`src/inc/gd_pkg.sv`:
```
// constants, tables and types of the glyph display register file
// assumes one 20 MHz core clock that also serves as the display clock
// Behaviour
// - pointer selected, keeps data bits 3..0
// - row RAM selected, index picks row
// - row stores five bits, bit4 leftmost
// - flash select low: 8x1 flash memory
// - control word selected, all bits but pass bit 5
// - bits 2..0 dimming, 000 full, 111 blank
// - dimming shortens column duty, same peak
// - bit 3 enables per-digit flashing
// - flash and blink divide clock by 28672
// - bit 4 blinks all, overrides flashing
// - bit 6 starts test, bit 5 pass
// - ROM checksum compared, sets pass bit
// - checkerboard then inverse shown on LEDs
// - self test lasts 262144 clocks, no writes
// - test end: blanks, word zero but pass bit, pointer ones
// - character write: code or glyph index
// - reads return stored registers and memories
// - clear leaves glyph rows, settings intact
// - clear fills blanks within three cycles
// - reset clears flash, word, counters, blanks
// - write captured on rising write strobe

package gd_pkg;

  // ==========================================================
  // timing
  // ==========================================================
  localparam int CORE_CLK_HZ = 20000000; // display clock rate
  localparam int FLASH_DIV_DEF = 28672; // clocks per flash period
  localparam int SELFTEST_CLKS_DEF = 262144; // self test length
  localparam int CLEAR_CLKS = 3; // clear completes within this
  localparam int ROM_ENTRIES = 128; // character ROM depth
  localparam int PWM_STEPS = 15; // dimming frame length

  // ==========================================================
  // storage shapes
  // ==========================================================
  localparam int DIGITS = 8;
  localparam int GLYPH_SLOTS = 16;
  localparam int GLYPH_ROWS = 7;
  localparam int GLYPH_COLS = 5;

  // ==========================================================
  // control word fields
  // ==========================================================
  localparam int CW_CLEAR = 7;
  localparam int CW_TEST_RUN = 6;
  localparam int CW_TEST_PASS = 5;
  localparam int CW_BLINK = 4;
  localparam int CW_FLASH = 3;
  localparam int CW_DIM_HI = 2;

  // ==========================================================
  // character cell encoding and reset values
  // ==========================================================
  localparam int CHAR_GLYPH_BIT = 7; // one marks a glyph index
  localparam logic [7:0] CHAR_BLANK = 8'h20;
  localparam logic [7:0] CW_RESET = 8'h00;
  localparam logic [3:0] PTR_AFTER_TEST = 4'hf;
  localparam logic [2:0] ROW_INVALID = 3'h7;

  // on-time per dimming code out of PWM_STEPS (100..0 percent)
  localparam logic [3:0] DIM_DUTY [8] = '{
    4'hf, 4'hc, 4'h8, 4'h6, 4'h4, 4'h3, 4'h2, 4'h0
  };

  // self test sequence
  typedef enum logic [1:0] {
    SEQ_IDLE,
    SEQ_ROM,
    SEQ_CHECK,
    SEQ_INVERSE
  } gd_test_e;

endpackage

```
`src/inc/gd_rate_if.sv`:
```
// rate bundle between the register file and its rate generator
// assumes both ends sit on the core clock
`timescale 1ns/1ps

interface gd_rate_if;
  logic [2:0] dimming_code; // current dimming selection
  logic flash_phase; // half-period on/off of the flash rate, one period per FLASH_DIV clocks
  logic column_on; // column drive duty gate

  modport gen (
    input dimming_code,
    output flash_phase,
    output column_on
  );
  modport user (
    output dimming_code,
    input flash_phase,
    input column_on
  );
endinterface

```
`src/rtl/gd_rate_gen.sv`:
```
// flash/blink rate divider and dimming duty generator
// assumes reset restarts both counters so cascaded parts stay aligned
`timescale 1ns/1ps

module gd_rate_gen
  import gd_pkg::*;
#(
  parameter int FLASH_DIV = FLASH_DIV_DEF
) (
  input wire logic core_clk_i,
  input wire logic rst_i,
  gd_rate_if.gen rate
);

  localparam int DW = $clog2(FLASH_DIV);

  logic [DW-1:0] div_q; // flash period counter
  logic [3:0] pwm_q; // dimming frame counter

  // ==========================================================
  // flash and blink rate
  // ==========================================================
  // one full on/off period every FLASH_DIV clocks
  always_ff @(posedge core_clk_i or posedge rst_i) begin
    if (rst_i) begin
      div_q <= '0;
      rate.flash_phase <= 1'b1;
    end else begin
      if (div_q == DW'(FLASH_DIV - 1)) begin
        div_q <= '0;
      end else begin
        div_q <= div_q + 1'b1;
      end
      rate.flash_phase <= (div_q < DW'(FLASH_DIV / 2));
    end
  end

  // ==========================================================
  // dimming
  // ==========================================================
  // shorter on-time per frame, peak drive untouched
  always_ff @(posedge core_clk_i or posedge rst_i) begin
    if (rst_i) begin
      pwm_q <= '0;
      rate.column_on <= 1'b0;
    end else begin
      if (pwm_q == 4'(PWM_STEPS - 1)) begin
        pwm_q <= '0;
      end else begin
        pwm_q <= pwm_q + 1'b1;
      end
      // code 000 always on, 111 never on
      rate.column_on <= (pwm_q < DIM_DUTY[rate.dimming_code]);
    end
  end

endmodule

```
`src/rtl/gd_regfile.sv`:
```
// glyph display register file: bus decode, memories, control word,
// clear and self test sequencing
// assumes bus pins are asynchronous to core_clk_i; the character ROM
// answers combinationally on rom_data_i for rom_addr_o
`timescale 1ns/1ps

module gd_regfile
  import gd_pkg::*;
#(
  parameter int FLASH_DIV = FLASH_DIV_DEF,
  parameter int SELFTEST_CLKS = SELFTEST_CLKS_DEF,
  parameter int ROM_W = 35,
  parameter logic [ROM_W-1:0] ROM_SUM = '0 // arbitrary expected sum
) (
  input wire logic core_clk_i,
  input wire logic rst_i,
  input wire logic chip_select_n_i,
  input wire logic write_n_i,
  input wire logic read_n_i,
  input wire logic flash_access_select_n_i,
  input wire logic region_select_high_i,
  input wire logic region_select_low_i,
  input wire logic [2:0] cell_index_i,
  input wire logic [7:0] data_i,
  output logic [7:0] data_o,
  output logic data_oe_n_o,
  output logic [DIGITS-1:0] digit_lit_o,
  output logic column_on_o,
  output logic selftest_active_o,
  output logic checker_inverse_o,
  output logic [6:0] rom_addr_o,
  input wire logic [ROM_W-1:0] rom_data_i
);

  localparam int CW = $clog2(SELFTEST_CLKS + 1);
  localparam int HALF = (SELFTEST_CLKS - ROM_ENTRIES) / 2;
  localparam logic [CW-1:0] ROM_END = CW'(ROM_ENTRIES - 1);
  localparam logic [CW-1:0] CHK_END = CW'(ROM_ENTRIES + HALF - 1);
  localparam logic [CW-1:0] TEST_END = CW'(SELFTEST_CLKS - 1);

  // ==========================================================
  // pin synchronisers
  // ==========================================================
  localparam int PW = 17; // bundled asynchronous pin count

  logic [PW-1:0] pin_meta_q; // first stage, read only by second
  logic [PW-1:0] pin_q; // settled pins
  logic wr_n_prev_q; // previous settled write strobe

  // two flops on every pin before any decode
  always_ff @(posedge core_clk_i or posedge rst_i) begin
    if (rst_i) begin
      pin_meta_q <= {3'h7, 14'h0};
      pin_q <= {3'h7, 14'h0};
    end else begin
      pin_meta_q <= {chip_select_n_i, write_n_i, read_n_i,
                     flash_access_select_n_i, region_select_high_i,
                     region_select_low_i, cell_index_i, data_i};
      pin_q <= pin_meta_q;
    end
  end

  logic cs_n, wr_n, rd_n, oth_sel, rsh, rsl;
  logic [2:0] idx;
  logic [7:0] wdat;
  assign {cs_n, wr_n, rd_n, oth_sel, rsh, rsl, idx, wdat} = pin_q;

  // write strobe history for the rising edge
  always_ff @(posedge core_clk_i or posedge rst_i) begin
    if (rst_i) begin
      wr_n_prev_q <= 1'b1;
    end else begin
      wr_n_prev_q <= wr_n;
    end
  end

  // ==========================================================
  // decode
  // ==========================================================
  logic busy; // clear or self test in progress
  logic wr_stb; // one-cycle write pulse
  logic sel_flash, sel_ptr, sel_row, sel_char, sel_ctrl;

  // data taken on the low-to-high write strobe edge
  assign wr_stb = wr_n & ~wr_n_prev_q & ~cs_n & ~busy;
  assign sel_flash = ~oth_sel; // region lines ignored
  assign sel_ptr = oth_sel & ~rsh & ~rsl;
  assign sel_row = oth_sel & ~rsh & rsl;
  assign sel_ctrl = oth_sel & rsh & ~rsl;
  assign sel_char = oth_sel & rsh & rsl;

  // ==========================================================
  // storage
  // ==========================================================
  logic [3:0] ptr_q; // glyph slot pointer
  logic [7:0] ctrl_q; // display attribute word
  logic [DIGITS-1:0] flash_q; // per-digit flash bits
  logic [7:0] char_q [DIGITS]; // character cells
  logic [GLYPH_COLS-1:0] glyph_q [GLYPH_SLOTS][GLYPH_ROWS];
  logic [1:0] clr_cnt_q; // clear progress
  logic clr_fill; // clear fill cycle
  logic test_start, test_done;
  gd_test_e state_q;
  logic [CW-1:0] tcnt_q;
  logic [ROM_W-1:0] sum_q;

  // fill happens on the first busy cycle, bit 7 drops later
  assign clr_fill = ctrl_q[CW_CLEAR] && (clr_cnt_q == 2'h0);
  assign test_start = wr_stb & sel_ctrl & wdat[CW_TEST_RUN];
  assign test_done = (state_q == SEQ_INVERSE) && (tcnt_q == TEST_END);
  // device stops taking writes, reads still served, while it clears or
  assign busy = ctrl_q[CW_CLEAR] | (state_q != SEQ_IDLE);

  // glyph pointer keeps the low nibble only
  always_ff @(posedge core_clk_i or posedge rst_i) begin
    if (rst_i) begin
      ptr_q <= '0;
    end else if (test_done) begin
      ptr_q <= PTR_AFTER_TEST;
    end else if (wr_stb && sel_ptr) begin
      ptr_q <= wdat[3:0];
    end
  end

  // glyph rows: no reset, contents untouched by clear
  always_ff @(posedge core_clk_i) begin
    // row seven is not a row, so the write is dropped
    if (wr_stb && sel_row && idx != ROW_INVALID) begin
      // bit 4 is the leftmost column, one lights the dot
      glyph_q[ptr_q][idx] <= wdat[GLYPH_COLS-1:0];
    end
  end

  // flash bits: host writes, clear, reset and test end
  always_ff @(posedge core_clk_i or posedge rst_i) begin
    if (rst_i) begin
      flash_q <= '0;
    end else if (clr_fill || test_done) begin
      flash_q <= '0;
    end else if (wr_stb && sel_flash) begin
      flash_q[idx] <= wdat[0];
    end
  end

  // character cells, one per digit
  always_ff @(posedge core_clk_i or posedge rst_i) begin
    if (rst_i) begin
      for (int i = 0; i < DIGITS; i++) begin
        char_q[i] <= CHAR_BLANK;
      end
    end else if (clr_fill || test_done) begin
      for (int i = 0; i < DIGITS; i++) begin
        char_q[i] <= CHAR_BLANK;
      end
    end else if (wr_stb && sel_char) begin
      if (wdat[CHAR_GLYPH_BIT]) begin
        // glyph slot form keeps only the index
        char_q[idx] <= {1'b1, 3'h0, wdat[3:0]};
      end else begin
        char_q[idx] <= {1'b0, wdat[6:0]};
      end
    end
  end

  // ==========================================================
  // control word
  // ==========================================================
  // clear cycle count, up from zero; the host waits these cycles out
  always_ff @(posedge core_clk_i or posedge rst_i) begin
    if (rst_i) begin
      clr_cnt_q <= '0;
    end else if (!ctrl_q[CW_CLEAR]) begin
      clr_cnt_q <= '0;
    end else begin
      clr_cnt_q <= clr_cnt_q + 1'b1;
    end
  end

  // attribute word; pass bit is hardware owned
  always_ff @(posedge core_clk_i or posedge rst_i) begin
    if (rst_i) begin
      ctrl_q <= CW_RESET;
    end else if (test_done) begin
      // all zero but the verdict
      ctrl_q <= CW_RESET;
      ctrl_q[CW_TEST_PASS] <= (sum_q == ROM_SUM);
    end else if (wr_stb && sel_ctrl) begin
      ctrl_q <= {wdat[7:6], ctrl_q[CW_TEST_PASS], wdat[4:0]};
      if (wdat[CW_TEST_RUN]) begin
        ctrl_q[CW_TEST_PASS] <= 1'b0; // verdict pending
      end
    end else if (ctrl_q[CW_CLEAR] &&
                 clr_cnt_q == 2'(CLEAR_CLKS - 1)) begin
      // only bit 7 self-clears, other settings stay
      ctrl_q[CW_CLEAR] <= 1'b0;
    end
  end

  // ==========================================================
  // self test
  // ==========================================================
  // the host has pulsed reset beforehand, so storage is clean
  always_ff @(posedge core_clk_i or posedge rst_i) begin
    if (rst_i) begin
      state_q <= SEQ_IDLE;
      tcnt_q <= '0;
    end else begin
      // one counter spans all phases, so the total length is exact
      case (state_q)
        SEQ_IDLE: begin
          tcnt_q <= '0;
          if (test_start) begin
            state_q <= SEQ_ROM;
          end
        end
        SEQ_ROM: begin
          tcnt_q <= tcnt_q + 1'b1;
          if (tcnt_q == ROM_END) begin
            state_q <= SEQ_CHECK;
          end
        end
        SEQ_CHECK: begin
          tcnt_q <= tcnt_q + 1'b1;
          if (tcnt_q == CHK_END) begin
            state_q <= SEQ_INVERSE;
          end
        end
        SEQ_INVERSE: begin
          tcnt_q <= tcnt_q + 1'b1;
          if (test_done) begin
            state_q <= SEQ_IDLE; // whole run is fixed length
          end
        end
        default: begin
          state_q <= SEQ_IDLE;
        end
      endcase
    end
  end

  // step the ROM through every entry and sum its output
  always_ff @(posedge core_clk_i or posedge rst_i) begin
    if (rst_i) begin
      sum_q <= '0;
      rom_addr_o <= '0;
    end else if (state_q == SEQ_ROM) begin
      sum_q <= sum_q + rom_data_i;
      rom_addr_o <= rom_addr_o + 1'b1;
    end else begin
      if (test_start) begin
        sum_q <= '0;
      end
      rom_addr_o <= '0;
    end
  end

  // ==========================================================
  // rates and display gating
  // ==========================================================
  gd_rate_if rate ();

  assign rate.dimming_code = ctrl_q[CW_DIM_HI:0];

  gd_rate_gen #(
    .FLASH_DIV(FLASH_DIV)
  ) u_rate (
    .core_clk_i(core_clk_i),
    .rst_i(rst_i),
    .rate(rate)
  );

  // per-digit lit gate; blink wins over flash
  // each digit owns a flop, so no two processes write one variable
  for (genvar g = 0; g < DIGITS; g++) begin : g_digit
    logic lit_q; // this digit lit in the current phase
    always_ff @(posedge core_clk_i or posedge rst_i) begin
      if (rst_i) begin
        lit_q <= 1'b1;
      end else if (state_q != SEQ_IDLE) begin
        lit_q <= 1'b1; // test lights every LED
      end else if (ctrl_q[CW_BLINK]) begin
        lit_q <= rate.flash_phase;
      end else if (ctrl_q[CW_FLASH] && flash_q[g]) begin
        lit_q <= rate.flash_phase;
      end else begin
        lit_q <= 1'b1; // steady lit: flashing off or this digit's flash bit clear
      end
    end
    assign digit_lit_o[g] = lit_q;
  end

  // test patterns run at full drive, otherwise dimmed duty
  always_ff @(posedge core_clk_i or posedge rst_i) begin
    if (rst_i) begin
      column_on_o <= 1'b0;
      selftest_active_o <= 1'b0;
      checker_inverse_o <= 1'b0;
    end else begin
      column_on_o <= (state_q != SEQ_IDLE) | rate.column_on;
      selftest_active_o <= (state_q != SEQ_IDLE);
      checker_inverse_o <= (state_q == SEQ_INVERSE);
    end
  end

  // ==========================================================
  // read back
  // ==========================================================
  logic [7:0] rd_mux;

  // stored form returned, unused upper bits zero
  always_comb begin
    rd_mux = 8'h00;
    if (sel_flash) begin
      rd_mux = {7'h0, flash_q[idx]};
    end else if (sel_ptr) begin
      rd_mux = {4'h0, ptr_q};
    end else if (sel_row) begin
      if (idx != ROW_INVALID) begin
        rd_mux = {3'h0, glyph_q[ptr_q][idx]};
      end else begin
        rd_mux = 8'h00;
      end
    end else if (sel_ctrl) begin
      rd_mux = ctrl_q;
    end else if (sel_char) begin
      rd_mux = char_q[idx];
    end
  end

  // drive the bus while chip select and read are low, write high
  always_ff @(posedge core_clk_i or posedge rst_i) begin
    if (rst_i) begin
      data_o <= 8'h00;
      data_oe_n_o <= 1'b1;
    end else begin
      data_o <= rd_mux;
      data_oe_n_o <= ~(~cs_n & ~rd_n & wr_n);
    end
  end

endmodule

```
`config.mk`:
```
export PLATFORM = sky130hd
export DESIGN_NAME = gd_regfile
export DESIGN_NICKNAME = d
export VERILOG_FILES = /design/src/inc/gd_pkg.sv /design/src/inc/gd_rate_if.sv /design/src/rtl/gd_rate_gen.sv /design/src/rtl/gd_regfile.sv
export SDC_FILE = /design/constraint.sdc
export NUM_CORES = 1
export LEC_CHECK = 0
export ABC_CLOCK_PERIOD_IN_PS = 8000
export BUFFER_PORTS_ARGS = -buffer_cell sky130_fd_sc_hd__buf_2
export CAP_MARGIN = 40
export CORE_ASPECT_RATIO = 1.2
export CORE_MARGIN = 3
export CORE_UTILIZATION = 47
export DETAILED_ROUTE_END_ITERATION = 10
export PLACE_DENSITY_LB_ADDON = 0.3
export SYNTH_ARGS = -nofsm -noshare
export SYNTH_HDL_FRONTEND = slang
export SYNTH_SLANG_ARGS = --single-unit
```
`constraint.sdc`:
```
create_clock -name core_clk_i -period 8 [get_ports core_clk_i]
set_input_delay 1.6 -clock core_clk_i [delete_from_list [all_inputs] [get_ports core_clk_i]]
set_output_delay 1.6 -clock core_clk_i [all_outputs]
set_load 0.01 [all_outputs]
```
==> results of run 1 <==
cells in the final DEF (no fill, tap or decap), drive strengths merged, types with 11 or more instances in the layout:
master  synthesis  final
nand4          16     16
clkbuf         64     91
clkinv          0     39
mux4          177    177
buf            52    109
ha             49     49
or3            18     18
nor2b          23     23
mux2i          55     55
edfxtp        560    560
a21o           15     15
xnor2          24     24
nand3          40     40
inv            20     23
nand2b         14     14
xor2           32     32
and3           14     14
nor4           11     11
mux2           13     13
nor3           11     11
dfstp          25     25
a21oi          95     95
dfrtp         200    200
nor2          224    224
o21ai         110    110
nand2         159    159
a22oi          13     13
a31oi          12     12
layer usage:
metal	GRT usage (%)	wire length, um	vias up	part of all wire (%)
met1	26.5	29800	9823	39
li1	-	-	8406	-
met2	35.2	39100	672	51
met3	3.31	4650	166	6.1
met5	0	0	-	0
met4	7.67	2690	0	3.5
registers in the layout, indices dropped and copies added, names as in the netlist, 7 cells and up:
| signal | count |
|---|---|
| g_digit.lit_q | 8 |
| sum_q | 35 |
| flash_q | 8 |
| rom_addr_o | 7 |
| pin_q | 17 |
| glyph_q | 560 |
| u_rate.div_q | 15 |
| data_o | 8 |
| tcnt_q | 19 |
| char_q | 64 |
| pin_meta_q | 17 |
| ctrl_q | 8 |
layout make-up:
cell class                      instances  area, um^2  share of cell area, %
Sequential cell                       785       22500                   60.3
Multi-Input combinational cell       1226       10300                   27.6
Clock buffer                           91        2040                   5.47
Tap cell                              918        1150                   3.07
Timing Repair Buffer                  110         679                   1.82
Clock inverter                         52         592                   1.58
Inverter                               20        82.6                  0.221
Antenna cell                            4        10.0                 0.0268
where the power goes:
group	internal, W	switching, W	total, W
Clock	0.00214	0.00157	0.00371
Sequential	0.00455	0.000206	0.00476
Combinational	0.00103	0.00137	0.00240
worst max path at each step:
stage	startpoint	end	slack, ns
5_1_grt	state_q[0]$_DFFE_PP0P_	glyph_q[4][29]$_DFFE_PP_	3.83
3_3_place_gp	rom_data_i[0]	sum_q[34]$_DFFE_PP0P_	3.54
6_report	state_q[0]$_DFFE_PP0P_	glyph_q[5][29]$_DFFE_PP_	4.01
2_1_floorplan	rst_i	char_q[0]$_DFFE_PP0P_	0.28
3_5_place_dp	rom_data_i[0]	sum_q[34]$_DFFE_PP0P_	3.50
4_1_cts	state_q[0]$_DFFE_PP0P_	glyph_q[5][27]$_DFFE_PP_	3.99
through the flow:
step,utilization (%),area [um^2]
5_1_grt,53.3,37300
3_5_place_dp,49.6,34700
3_3_place_gp,49.4,34600
2_1_floorplan,-,33400
6_report,53.3,37400
4_1_cts,53.3,37300
kinds of logic (layout without fill, tap and decap cells):
group | count (synthesis) | count (layout) | synth area share [%]
flip-flops | 785 | 785 | 67.4
XOR/XNOR | 56 | 56 | 1.47
multiplexers | 245 | 245 | 14.0
buffers and inverters | 136 | 273 | 1.83
AO/OA/AOI/OAI | 318 | 318 | 5.88
adder cells (fa/ha/maj) | 50 | 50 | 1.90
other | 0 | 4 | 0
AND/OR/NAND/NOR | 557 | 557 | 7.55
==> results.json, run 1 <==
{
  "path_cells": "inv_1, ha_1, buf_4, nand4b_1, nor2_1, nand3_1, nor2_1",
  "setup_viol": 0,
  "viasPerCell": 5.95,
  "r2r_slack_ns": 4.01,
  "fin_cells": 3206,
  "yosysMostFrequentCell": "edfxtp_1",
  "setup_slack_ns": 4.01,
  "cts.sinks": 785,
  "setup_tns_ns": 0,
  "total_power_w": 0.0109,
  "io_pins": 81,
  "rows": 106,
  "holdPathStages": 0,
  "worstSkewPairLatency_ns": 0.63,
  "ys_ff_latch": 785,
  "syn-num-nets": 2251,
  "crit_path_top_delay_cell": "nand3_1",
  "antenna_found_initial": 2,
  "htreeDepth": 3,
  "crit_buf_inv": 2,
  "die-area_um2": 74300,
  "power_density_nw_per_um2": 291,
  "cp-end-kind": "register",
  "start_util_pct": 47.7,
  "place.port_buffers": 80,
  "dpl.hpwl_mm": 48.2,
  "cpMostUsedCell": "nor2_1",
  "drc_errors": 0,
  "async_reset_ff_share_pct": 28.7,
  "clk_pin_slew_ns": 0.06,
  "yosys.area.top_type": "edfxtp_1",
  "grt_pass1_vias": 19600,
  "hold_class": "reg -> reg",
  "r2r_end": "glyph_q[5][29]$_DFFE_PP_",
  "gr-usage-all-layers_pct": 20.5,
  "syn_area_um2": 33400,
  "grt_overflow": 0,
  "cap_viol_max_count": 0,
  "fp.dieW_um": 249,
  "cp.depth": 7,
  "critPathMaxFanout": 24,
  "holdPathEnd": "pin_q[3]$_DFF_PP0_",
  "max_freq_mhz": 251,
  "period_needed_ns": 3.99,
  "yosys-top-cells-count": "edfxtp_1, nor2_1, dfrtp_1",
  "cts_buffers": 78,
  "via_count": 19100,
  "peakVddDrop_mv": 0.213,
  "netlist_instances": 2147,
  "drive_gt1_share_pct": 20.6,
  "outcome": "finished, final reports clean",
  "critPathKind": "reg -> reg",
  "cts_tree": "built",
  "nets": 2325,
  "post_cts_resized": 0,
  "drt-total-wl_mm": 76.3,
  "dr.pass1.iters": 5,
  "synth_area_per_cell_um2": 15.5,
  "ctsHoldBuffers": 0,
  "die_h_um": 298,
  "grt_max_degree": 120,
  "yosys.area.top_type_share_pct": 50.4,
  "dp_slack_ns": 3.50,
  "gp_congestion": 0.876,
  "core_um2": 70000,
  "placed_cells": 3059,
  "worstMarginPinSlew_ns": 1.05,
  "hold_viol": 0,
  "drt_iter0_drc": 1838,
  "yosysWarnings": 0,
  "fill_cells": 5551,
  "yosys_most_used_dff": "edfxtp_1",
  "rsz0062_at_grt": "false",
  "relSlewSlack_pct": 30.0,
  "critPathArrivalTime_ns": 4.22,
  "fin_skew_ns": 0.0373,
  "period_share_pct": 49.8,
  "path_delay_family": "simple AND/OR/NAND/NOR gates",
  "rr_startpoint": "state_q[0]$_DFFE_PP0P_",
  "r2r_cells": 7,
  "yosysUniqueCellTypes": 74,
  "whs_ns": 0.346,
  "clockRootBuffer": "clkbuf_16",
  "postCtsSetupBuffers": 0,
  "areaGrowthSynthToFinish_pct": 11.9,
  "slowest_delay_ns": 0.77,
  "worst_setup_path_start_kind": "register",
  "synth_seq_area_share_pct": 67.4,
  "routedWlPerCell_um": 23.8,
  "holdCritStartpoint": "pin_meta_q[3]$_DFF_PP0_",
  "grt_pass1_wl_mm": 118,
  "required_ns": 8.24,
  "synth_edf_count": 560,
  "ctsLongestPathBuffers": 3,
  "ys_top_cells_by_area": "edfxtp_1, dfrtp_1, mux4_2",
  "final_antenna_net_count": 0,
  "slew_violations": 0,
  "total_leakage_power_nw": 12.9
}
No activity file was read; power rests on OpenSTA's default activity.
==> inputs of run 2 (changes only) <==
--- a/config.mk
+++ b/config.mk
@@ -5,7 +5,7 @@
 export SDC_FILE = /design/constraint.sdc
 export NUM_CORES = 1
 export LEC_CHECK = 0
-export ABC_CLOCK_PERIOD_IN_PS = 8000
+export ABC_CLOCK_PERIOD_IN_PS = 3700
 export BUFFER_PORTS_ARGS = -buffer_cell sky130_fd_sc_hd__buf_2
 export CAP_MARGIN = 40
 export CORE_ASPECT_RATIO = 1.2
==> constraint.sdc (replaced) <==
create_clock -name core_clk_i -period 3.7 [get_ports core_clk_i]
set_input_delay 0.74 -clock core_clk_i [delete_from_list [all_inputs] [get_ports core_clk_i]]
set_output_delay 0.74 -clock core_clk_i [all_outputs]
set_load 0.01 [all_outputs]
==> run 2 against run 1 <==
Worst setup slack lost 3.5 ns. Largest power group unchanged. Sequential power grew 120%. Critical path depth shrank 2. Highest routed layer unchanged. Register-to-register slack lost 3.5 ns. Global-route usage grew 0.36 points. Count of clock-buffer cells in the layout grew 2. Non-clock buffer count grew 58. Routed wire length grew 1.6%.
==> results.json, run 2 (same netlist as run 1, synthesis figures left out) <==
{
  "outcome": "finished, final reports clean",
  "final_common_cell": "edfxtp_1",
  "period_share_pct": 86.4,
  "ctsLongestPathBuffers": 3,
  "multi_input_area_um2": 10300,
  "critPathMaxFanout": 29,
  "setup_tns_ns": 0,
  "cap_viol_max_count": 0,
  "final_antenna_net_count": 0,
  "core_um2": 70000,
  "viasPerCell": 5.88,
  "critPathKind": "reg -> reg",
  "diodes": 0,
  "drt-total-wl_mm": 77.5,
  "largest_reg_flops": 560,
  "setup_slack_ns": 0.504,
  "fin_cells": 3258,
  "required_ns": 3.96,
  "top_regs": "glyph_q: 560 flops, char_q: 64 flops, sum_q: 35 flops",
  "grt_max_degree": 153,
  "clk_pin_slew_ns": 0.06,
  "die-area_um2": 74300,
  "start_util_pct": 47.7,
  "hold_viol": 0,
  "postCtsSetupBuffers": 0,
  "total_leakage_power_nw": 13.2,
  "post_cts_resized": 0,
  "critPathArrivalTime_ns": 3.45,
  "via_count": 19200,
  "power_density_nw_per_um2": 631,
  "nets": 2382,
  "drive_gt1_share_pct": 22.8,
  "mostFrequentLayoutCells": "edfxtp_1, nor2_1, dfrtp_1, mux4_2, nand2_1",
  "htreeDepth": 3,
  "regMostFlops": "glyph_q",
  "clockRootBuffer": "clkbuf_16",
  "gr-usage-all-layers_pct": 20.9,
  "worst_setup_path_start_kind": "register",
  "relSlewSlack_pct": 39.9,
  "gp_congestion": 0.868,
  "worstSkewPairLatency_ns": 0.64,
  "hold_class": "in -> reg",
  "grt_pass1_wl_mm": 120,
  "ctsHoldBuffers": 0,
  "grt_pass1_vias": 19800,
  "peakVddDrop_mv": 0.464,
  "cts_tree": "built",
  "place.port_buffers": 80,
  "rsz0062_at_grt": "false",
  "worstMarginPinSlew_ns": 0.898,
  "dp_slack_ns": 0.0667,
  "dpl.hpwl_mm": 51.4,
  "period_needed_ns": 3.20,
  "dr.pass1.iters": 6,
  "antenna_found_initial": 0,
  "fin_skew_ns": 0.0375,
  "grt_overflow": 0,
  "areaGrowthSynthToFinish_pct": 13.6,
  "slew_violations": 0,
  "io_pins": 81,
  "drc_errors": 0,
  "cts_buffers": 77,
  "seqCellArea_um2": 22500,
  "die_h_um": 298,
  "drt_iter0_drc": 1689,
  "max_freq_mhz": 313,
  "routedWlPerCell_um": 23.8,
  "cp-end-kind": "register",
  "rows": 106,
  "cts.sinks": 785,
  "setup_viol": 0,
  "placed_cells": 3117,
  "fp.dieW_um": 249,
  "fill_cells": 5493,
  "fin_util_pct": 54.2
}
[run 2: cell types whose count changed in the layout (fill, tap and decap cells not counted), sizes merged]
cell / previous run / this run
buf: 109 / 167
bufinv: 9 / 11
clkinvlp: 1 / 5
diode: 4 / 0
clkbuf: 91 / 93
clkinv: 39 / 32
inv: 23 / 20
[run 2: final timing paths]
path | start | endpoint | slack, ns | depth (start not counted)
min in group asynchronous | rst_i | u_rate.div_q[7]$_DFF_PP0_ | 0.27 | 3
setup / recovery | ptr_q[0]$_DFFE_PP0P_ | glyph_q[13][7]$_DFFE_PP_ | 0.50 | 5
max in group asynchronous | rst_i | tcnt_q[6]$_DFF_PP0_ | 2.64 | 3
hold reg to reg | pin_meta_q[10]$_DFF_PP0_ | pin_q[10]$_DFF_PP0_ | 0.35 | 0
hold / removal | read_n_i | pin_meta_q[14]$_DFF_PP1_ | 0.20 | 1
setup reg to reg | ptr_q[0]$_DFFE_PP0P_ | glyph_q[13][7]$_DFFE_PP_ | 0.50 | 5
[run 2: where the power goes]
group          switching [W]  leakage (nW)  internal [W]
Clock                0.00344          1.31       0.00479
Combinational        0.00294          3.99       0.00238
Sequential          0.000546          7.89       0.00984
[run 2: through the flow]
step | cell area, um^2 | hold slack [ns] | total power [W]
floorplan | 33400 | 0.331 | 0.0142
global placement | 35200 | 0.333 | 0.0157
detailed placement | 35200 | 0.338 | 0.0159
CTS | 37900 | 0.162 | 0.0241
global route | 37900 | 0.174 | 0.0250
finish | 37900 | 0.196 | 0.0239
[run 2: worst max-delay path, stage by stage, from the launching register on]
cell and delay, ns:
dfrtp_4 0.66, buf_12 0.30, buf_4 0.20, nor2b_1 0.25, nand3_1 0.64, nor2_1 0.70
[run 2: layer usage]
| metal | vias to the layer above | share of wire (%) | track usage [%] |
|---|---|---|---|
| met5 | - | 0 | 0 |
| met4 | 0 | 3.5 | 7.96 |
| met3 | 145 | 5.9 | 3.11 |
| met2 | 661 | 52 | 36.4 |
| met1 | 9837 | 39 | 26.6 |
| li1 | 8515 | - | - |
[run 2: cell type report]
type / count / share of cell area, %
multi-input combinational: 1226 / 27.1
timing repair buffer: 168 / 3.12
clock buffer: 93 / 5.40
inverter: 20 / 0.208
clock inverter: 48 / 1.77
sequential: 785 / 59.3
tap: 918 / 3.03
